==> src/include/hsc_map.vh <==
/*
  Register offsets, bit positions, reset values and timing counts for the
  HDLC status and control block. Assumes inclusion by bare name.
*/
`ifndef HSC_MAP_VH
`define HSC_MAP_VH

// Register offsets
`define HSC_STATUS_OFS      8'h14
`define HSC_CTRL2_OFS       8'h15
`define HSC_IRQ_STAT_OFS    8'h17

// Status word bit positions
`define HSC_ST_IRQ_BIT      7
`define HSC_ST_IDLE_BIT     6
`define HSC_ST_TAG_HI       5
`define HSC_ST_TAG_LO       4
`define HSC_ST_TXF_HI       3
`define HSC_ST_TXF_LO       2
`define HSC_ST_RXF_HI       1
`define HSC_ST_RXF_LO       0

// Control two bit positions and reset value
`define HSC_C2_INTSEL_BIT   7
`define HSC_C2_REPEAT_BIT   6
`define HSC_C2_FCSOFF_BIT   5
`define HSC_C2_SHORT_BIT    4
`define HSC_C2_RXFLUSH_BIT  1
`define HSC_C2_TXFLUSH_BIT  0
`define HSC_CTRL2_RESET     8'h00

// Fill state codes
`define HSC_TX_FULL_LVL     2'h0
`define HSC_TX_AT_THR       2'h1
`define HSC_TX_EMPTY        2'h2
`define HSC_TX_BELOW_THR    2'h3
`define HSC_RX_EMPTY        2'h0
`define HSC_RX_BELOW_THR    2'h1
`define HSC_RX_FULL         2'h2
`define HSC_RX_AT_THR       2'h3

// Line timing counts in received bits, flag pattern and abort interrupt bit
`define HSC_IDLE_ONES       4'hF
`define HSC_ABORT_ONES      4'h7
`define HSC_ABORT_MIN_BITS  5'h1A
`define HSC_FLAG_PATTERN    8'h7E
`define HSC_IRQ_ABORT_BIT   2

`endif

==> src/logic/hsc_status_control.v <==
/*
  HDLC status word and control register two, idle and abort detection on
  the receive line, underrun detection, transmit byte counter.
  Assumes the FIFOs, receiver, transmitter and interrupt register sit
  outside and run on clk; the receive line clock and data are asynchronous.
*/
`timescale 1ns/100ps
`default_nettype none
`include "hsc_map.vh"

// Notes on behaviour
// Pending flag sets on any unmasked interrupt, clears when interrupt register read.
// Idle flag sets after fifteen consecutive ones; may read one after reset.
// Two-bit tag of next receive byte: packet, first, good last, bad last.
// Transmit fill code: full level, at threshold, empty, below threshold.
// Receive fill code: empty, below threshold, full, at or above threshold.
// Interrupt bit two shows underrun when select high, else frame abort.
// Repeat bit makes transmit byte counter reload and cycle continuously.
// Suppress bit stops frame check sequence after end-of-frame byte.
// Short address mode matches seven bits; needs received bit zero high.
// Host keeps control two bits three and two at zero.
// Receive flush reports empty, holds receiver off until next flag.
// Transmit flush reports empty; self-clears on next transmit FIFO write.
// Abort counts only after at least 26 packet bits received.
// Underrun raised when transmitter fetches from empty transmit FIFO.
// Status register is read-only; writes change nothing.
module hsc_status_control #(
  parameter AW        = 8,
  parameter RX_DEPTH  = 128,
  parameter CW        = 8
) (
  // Clock and reset
  input  wire          clk,
  input  wire          sys_rst,
  // Register port
  input  wire [7:0]    regAddr,
  input  wire [7:0]    regWrData,
  input  wire          regWrEn,
  input  wire          regRdEn,
  output reg  [7:0]    regRdData_ff,
  // Receive line, asynchronous
  input  wire          receiveLineClock,
  input  wire          rxLineData,
  // FIFO state
  input  wire [AW-1:0] txFifoCount,
  input  wire [AW-1:0] rxFifoCount,
  input  wire [AW-1:0] txFullLevel,
  input  wire [AW-1:0] txIrqThresh,
  input  wire [AW-1:0] rxIrqThresh,
  input  wire [1:0]    rxByteTag,
  input  wire          txFifoWrite,
  input  wire          txFetch,
  // Interrupt sources and mask
  input  wire [7:0]    irqEvents,
  input  wire [7:0]    irqMask,
  // Transmitter and receiver hooks
  input  wire [CW-1:0] txByteCountLoad,
  input  wire          txByteSent,
  input  wire          txEndOfFrameSent,
  input  wire          rxAddrValid,
  input  wire [7:0]    rxAddrByte,
  input  wire [6:0]    rxAddrMatch,
  // Outputs to the datapath
  output reg           irqBitTwoEvent_ff,
  output reg           txQueueUnderrun_ff,
  output reg           frameAbortFlag_ff,
  output reg           rxReceiverEnable_ff,
  output reg  [CW-1:0] txByteCount_ff,
  output reg           txCountDone_ff,
  output reg           txAppendFcs_ff,
  output reg           rxShortAddrHit_ff,
  output reg  [7:0]    hdlcControlTwo_ff
);

  // Synchronisers and edge detect
  reg          rxClkMeta_ff;
  reg          rxClkSync_ff;
  reg          rxClkPrev_ff;
  reg          rxDatMeta_ff;
  reg          rxDatSync_ff;
  // Line state
  reg  [7:0]   lineShift_ff;
  reg  [3:0]   onesRun_ff;
  reg  [4:0]   frameBits_ff;
  reg          inFrame_ff;
  reg          idleFlag_ff;
  reg          hdlcIrqPending_ff;
  reg  [1:0]   txFillState;
  reg  [1:0]   rxFillState;
  reg  [7:0]   nxt_lineShift;
  reg          nxt_abortHit;

  wire         lineBitStrobe = rxClkSync_ff & ~rxClkPrev_ff;
  wire         flagSeen      = (nxt_lineShift == `HSC_FLAG_PATTERN);
  wire         intSel        = hdlcControlTwo_ff[`HSC_C2_INTSEL_BIT];
  wire         countRepeat   = hdlcControlTwo_ff[`HSC_C2_REPEAT_BIT];
  wire         fcsSuppress   = hdlcControlTwo_ff[`HSC_C2_FCSOFF_BIT];
  wire         shortAddr     = hdlcControlTwo_ff[`HSC_C2_SHORT_BIT];
  wire         rxQueueFlush  = hdlcControlTwo_ff[`HSC_C2_RXFLUSH_BIT];
  wire         txQueueFlush  = hdlcControlTwo_ff[`HSC_C2_TXFLUSH_BIT];
  wire         txEmpty       = txQueueFlush | (txFifoCount == {AW{1'b0}});
  wire         underrunEv    = txFetch & txEmpty;
  wire         abortEv       = nxt_abortHit & lineBitStrobe;
  wire         bitTwoEv      = intSel ? underrunEv : abortEv;
  wire [7:0]   liveEvents    = {irqEvents[7:3], bitTwoEv, irqEvents[1:0]};
  wire         irqRead       = regRdEn & (regAddr == `HSC_IRQ_STAT_OFS);
  wire         ctrlWrite     = regWrEn & (regAddr == `HSC_CTRL2_OFS);

  // Abort: seventh consecutive one inside a frame of 26 bits or more
  always @* begin
    nxt_lineShift = {lineShift_ff[6:0], rxDatSync_ff};
    nxt_abortHit  = inFrame_ff & rxDatSync_ff &
                    (onesRun_ff == `HSC_ABORT_ONES - 4'h1) &
                    (frameBits_ff >= `HSC_ABORT_MIN_BITS);
  end

  // Fill state codes
  always @* begin
    if (txEmpty)
      txFillState = `HSC_TX_EMPTY;
    else if (txFifoCount >= txFullLevel)
      txFillState = `HSC_TX_FULL_LVL;
    else if (txFifoCount >= txIrqThresh)
      txFillState = `HSC_TX_AT_THR;
    else
      txFillState = `HSC_TX_BELOW_THR;
    if (rxQueueFlush || rxFifoCount == {AW{1'b0}})
      rxFillState = `HSC_RX_EMPTY;
    else if (rxFifoCount >= RX_DEPTH[AW-1:0])
      rxFillState = `HSC_RX_FULL;
    else if (rxFifoCount >= rxIrqThresh)
      rxFillState = `HSC_RX_AT_THR;
    else
      rxFillState = `HSC_RX_BELOW_THR;
  end

  // Input synchronisers
  always @(posedge clk) begin
    if (sys_rst) begin
      rxClkMeta_ff <= 1'b0;
      rxClkSync_ff <= 1'b0;
      rxClkPrev_ff <= 1'b0;
      rxDatMeta_ff <= 1'b0;
      rxDatSync_ff <= 1'b0;
    end else begin
      rxClkMeta_ff <= receiveLineClock;
      rxClkSync_ff <= rxClkMeta_ff;
      rxClkPrev_ff <= rxClkSync_ff;
      rxDatMeta_ff <= rxLineData;
      rxDatSync_ff <= rxDatMeta_ff;
    end
  end

  // Receive line watcher
  always @(posedge clk) begin
    if (sys_rst) begin
      lineShift_ff <= 8'h00;
      onesRun_ff   <= 4'h0;
      frameBits_ff <= 5'h00;
      inFrame_ff   <= 1'b0;
      idleFlag_ff  <= 1'b1;
    end else if (lineBitStrobe) begin
      lineShift_ff <= nxt_lineShift;
      if (!rxDatSync_ff) begin
        onesRun_ff  <= 4'h0;
        idleFlag_ff <= 1'b0;
      end else if (onesRun_ff != `HSC_IDLE_ONES) begin
        onesRun_ff  <= onesRun_ff + 4'h1;
        idleFlag_ff <= (onesRun_ff == `HSC_IDLE_ONES - 4'h1);
      end
      if (flagSeen) begin
        inFrame_ff   <= 1'b1;
        frameBits_ff <= 5'h00;
      end else if (nxt_abortHit || (rxDatSync_ff && onesRun_ff >= `HSC_ABORT_ONES)) begin
        inFrame_ff   <= 1'b0;
      end else if (frameBits_ff != 5'h1F) begin
        frameBits_ff <= frameBits_ff + 5'h01;
      end
    end
  end

  // Control register two and pending flag
  always @(posedge clk) begin
    if (sys_rst) begin
      hdlcControlTwo_ff   <= `HSC_CTRL2_RESET;
      hdlcIrqPending_ff   <= 1'b0;
      rxReceiverEnable_ff <= 1'b1;
    end else begin
      if (ctrlWrite)
        hdlcControlTwo_ff <= regWrData;
      else if (txFifoWrite)
        hdlcControlTwo_ff[`HSC_C2_TXFLUSH_BIT] <= 1'b0;
      if (|(liveEvents & irqMask))
        hdlcIrqPending_ff <= 1'b1;
      else if (irqRead)
        hdlcIrqPending_ff <= 1'b0;
      if (rxQueueFlush)
        rxReceiverEnable_ff <= 1'b0;
      else if (lineBitStrobe && flagSeen)
        rxReceiverEnable_ff <= 1'b1;
    end
  end

  // Events, transmit counter, address check
  always @(posedge clk) begin
    if (sys_rst) begin
      irqBitTwoEvent_ff  <= 1'b0;
      txQueueUnderrun_ff <= 1'b0;
      frameAbortFlag_ff  <= 1'b0;
      txByteCount_ff     <= {CW{1'b0}};
      txCountDone_ff     <= 1'b0;
      txAppendFcs_ff     <= 1'b0;
      rxShortAddrHit_ff  <= 1'b0;
    end else begin
      irqBitTwoEvent_ff  <= bitTwoEv;
      txQueueUnderrun_ff <= underrunEv;
      frameAbortFlag_ff  <= abortEv;
      txAppendFcs_ff     <= txEndOfFrameSent & ~fcsSuppress;
      rxShortAddrHit_ff  <= rxAddrValid & shortAddr & rxAddrByte[0] &
                            (rxAddrByte[7:1] == rxAddrMatch);
      txCountDone_ff     <= 1'b0;
      if (txByteSent) begin
        if (txByteCount_ff == {{(CW-1){1'b0}}, 1'b1}) begin
          txCountDone_ff <= 1'b1;
          txByteCount_ff <= countRepeat ? txByteCountLoad : {CW{1'b0}};
        end else if (txByteCount_ff != {CW{1'b0}}) begin
          txByteCount_ff <= txByteCount_ff - {{(CW-1){1'b0}}, 1'b1};
        end else if (countRepeat) begin
          txByteCount_ff <= txByteCountLoad;
        end
      end
    end
  end

  // Read data; status offset ignores writes
  always @(posedge clk) begin
    if (sys_rst) begin
      regRdData_ff <= 8'h00;
    end else if (regRdEn) begin
      case (regAddr)
        `HSC_STATUS_OFS: regRdData_ff <= {hdlcIrqPending_ff, idleFlag_ff,
                                          rxByteTag, txFillState, rxFillState};
        `HSC_CTRL2_OFS:  regRdData_ff <= hdlcControlTwo_ff;
        default:         regRdData_ff <= 8'h00;
      endcase
    end
  end

endmodule // hsc_status_control
`default_nettype wire

==> config.mk <==
export PLATFORM = sky130hd
export DESIGN_NAME = hsc_status_control
export DESIGN_NICKNAME = d
export VERILOG_FILES = /design/src/logic/hsc_status_control.v
export VERILOG_INCLUDE_DIRS = /design/src /design/src/include
export SDC_FILE = /design/constraint.sdc
export NUM_CORES = 1
export LEC_CHECK = 0
export BUFFER_PORTS_ARGS = -buffer_cell sky130_fd_sc_hd__buf_4
export CORE_UTILIZATION = 37
export DETAILED_ROUTE_END_ITERATION = 10
export PLACE_DENSITY_LB_ADDON = 0.15
export SLEW_MARGIN = 20
export SYNTH_ARGS = -nofsm -noshare
export SYNTH_HDL_FRONTEND = slang
export SYNTH_SLANG_ARGS = --single-unit
==> constraint.sdc <==
create_clock -name clk -period 1.9 [get_ports clk]
set_input_delay 0.285 -clock clk [delete_from_list [all_inputs] [get_ports clk]]
set_output_delay 0.285 -clock clk [all_outputs]
set_load 0.01 [all_outputs]
==> summary.md <==
| Metric | Value |
|---|---|
| Post-DR vias/cell | `5.137` |
| Area growth from synthesis to layout | `41.58%` |
| Hold EP | `rxDatMeta_ff` |
| Share of layout cells above drive strength 1 | `34.69%` |
| Row count | `34` |
| Status | `complete, no violations` |
| Die W | `96.33 µm` |
| Hpwl dp | `6967 µm` |
| Yosys synthesis warning count | `0` |
| # IOs | `139` |
| R2r endpoint | `txByteCount_ff[0]` |
| Worst hold path depth | `2` |
| WL met2 | `4022 µm` |
| DR WL/cell | `13.26 µm` |
| DR WL met3 | `615 µm` |
| Synth top cells by count | `dfxtp_1, inv_1, nand2_1` |
| Post-synth EDFFs | `0` |
| Overflow after GRT | `0` |
| Synth unique cells | `58` |
| CP Capture Type | `flop` |
| Non-filler cells, final | `650` |
| #FFs+latches synth | `55` |
| Maxcap violations | `0` |
| Sink Count | `55` |
| Sequential area share after synthesis | `33.45%` |
| Min Hold Slack | `173.8 ps` |
| Worst Path Arrival | `2070 ps` |
| Die H | `96.33 µm` |
| Port bufs | `137` |
| CTS tree | `yes` |
| Post-synth top area cell | `dfxtp_1` |
| Min-delay worst type | `in -> reg` |
| M1 wire length | `3716 µm` |
| Largest net degree at the start of global routing | `32` |
| Drt drc | `0` |
| PwrDens | `811.7 nW/µm²` |
| Worst-skew pair later-pin latency | `320 ps` |
| HP Start | `rxLineData` |
| Peak supply drop | `0.4128 mV` |
| Worst-path clk slew | `120 ps` |
| Syn_area_per_cell | `8.398 µm²` |
| Full die area | `9279 µm²` |
| Number of buffers created by CTS | `5` |
| Final setup vio count | `0` |
| RSZ-0062 raised after global routing | `yes` |
| R2r setup slk | `60 ps` |
| Initial core utilization | `37.93%` |
| Initial antenna violation count | `0` |
| Count leader, synth | `dfxtp_1` |
| Period utilisation layout | `96.58%` |
| Vias in the first global route | `3236` |
| Clock H-tree levels | `2` |
| Critical R2R Launch | `txByteCount_ff[4]` |
| Synth area leaders | `dfxtp_1, ha_1, a21oi_1, inv_1, nand2_1` |
| Slew Viols, Final | `0` |
| Nets | `680` |
| CP Launch Type | `flop` |
| Worst Path Max Fanout | `8` |
| Req. time, crit path | `2140 ps` |
| Hold Violations, Final | `0` |
| First-pass GRT wire length | `14130 µm` |
| R2R depth | `5` |
| Worst slew margin | `69.29%` |
| Routed Antenna Nets | `0` |
| Clock tree buffer depth | `2` |
| Placed cells | `642` |
| Max Clock Skew | `13.78 ps` |
| Final GP Congestion | `0.8632` |
| Iter 0 DRT Violations | `65` |
| Wirelength, routed | `8621 µm` |
| FFs w/ async S/R, synth | `0%` |
| Post-CTS setup buffers | `0` |
| Cells after Synth | `392` |
| Share of the synthesized area in the top cell type | `33.45%` |
| First-pass iteration count of the detailed router | `4` |
| Dominant synthesized flop cell | `dfxtp_1` |
| CTS root buffer | `clkbuf_8` |
| Aggregate global-route resource usage | `19.33%` |
| # diodes | `0` |
| Top Metal Used | `met4` |
| Core Region | `8678 µm²` |
| Mapped Area | `3292 µm²` |
| Vias | `3339` |
| Worst slew pin tran | `458.9 ps` |
| Minimum clock period | `1835 ps` |
| Post-Syn Nets | `531` |
| F_max | `544.9 MHz` |
| Power Total | `3783 µW` |
| WS Path Type | `reg -> reg` |
| P_leak | `0.002159 µW` |
[report_power, final]
group / switching, µW / total [µW] / internal, µW / leakage (µW)
combinational: 862 / 1740 / 877 / 0.00166
sequential: 85.8 / 1330 / 1250 / 0.000449
clock: 430 / 711 / 281 / 0.0000519
total: 1380 / 3780 / 2410 / 0.00216
[logic make-up after synthesis]
logic type | count (synthesis) | synth area share, %
AND/OR/NAND/NOR | 142 | 22.50
AO/OA/AOI/OAI | 94 | 19.38
flip-flops | 55 | 33.45
buffers and inverters | 49 | 6.651
adder cells (fa/ha/maj) | 31 | 11.78
multiplexers | 12 | 3.839
XOR/XNOR | 9 | 2.395
[final cells by class]
cell class,instances,area [µm²]
fillers,837,4018
well taps,108,135.1
multi-input cells,288,2004
clock buffers,5,68.82
inverters,34,130.1
repair buffers,157,1179
flip-flops and latches,55,1110
clock inverters,3,33.78
[through the flow]
| step | util (%) | setup WS, ps | instance area, µm² | TNS [ps] |
|---|---|---|---|---|
| finish | 53.71 | 64.93 | 4661 | 0 |
| global route | 53.71 | -14.71 | 4661 | -24.93 |
| CTS | 53.56 | 14.01 | 4648 | 0 |
| detailed placement | 52.26 | -39.99 | 4536 | -94.60 |
| global placement | 52.26 | -8.179 | 4536 | -8.179 |
| floorplan | - | -0.5830 | 3313 | -0.5830 |
[sequential cells by signal, indices dropped and copies added, names as in the netlist, 4 cells and up]
register / flops
frameBits_ff: 5
lineShift_ff: 7
txByteCount_ff: 8
hdlcControlTwo_ff: 8
onesRun_ff: 4
regRdData_ff: 8
[worst max path at each step]
| stage | end | cells past startpoint | from | slack, ps |
|---|---|---|---|---|
| after floorplan | txByteCount_ff[1] | 8 | txByteCount_ff[0] | -0.6 |
| after global placement | txByteCount_ff[1] | 5 | txByteCount_ff[4] | -8 |
| after detailed placement | txByteCount_ff[1] | 5 | txByteCount_ff[4] | -40 |
| after CTS | txByteCount_ff[1] | 7 | txByteCount_ff[0] | 10 |
| after global routing | txByteCount_ff[0] | 7 | txByteCount_ff[1] | -10 |
| final | txByteCount_ff[0] | 5 | txByteCount_ff[4] | 60 |
[worst max-delay path, cell delays in order, from the launching register on]
cell and delay (ps):
dfxtp_2 330, or4_4 580, o41a_4 490, o21ai_1 90, a31oi_1 50, a211oi_1 220
[layout by cell type (no fill, tap or decap), types with 3 or more instances in the layout]
master / instances
buf_4: 157
dfxtp_1: 50
nand2_1: 33
inv_1: 32
a21oi_1: 32
nor2_1: 29
ha_1: 29
nand3_1: 14
nor2b_1: 10
nand2b_1: 10
nor4_1: 10
o21ai_0: 10
nor3_1: 9
a211oi_1: 8
mux2i_1: 7
o31ai_1: 6
nand4_1: 6
xnor2_1: 6
mux2_2: 5
clkbuf_8: 5
nand4b_1: 4
a21o_1: 4
a31oi_1: 4
dfxtp_2: 4
or4_1: 3
xor2_1: 3
[per-layer routing]
metal,GRT usage (%),vias to the layer above
li1,-,1716
met1,22.33,1493
met2,33.81,112
met3,4.739,18
met4,8.211,0
met5,0,-
[what timing repair did]
action,CTS,global route
endpoints found under the setup margin,3,5
hold buffers,0,0
resized for setup,4,3
pin swaps,0,1
No activity file was read; power rests on OpenSTA's default activity.
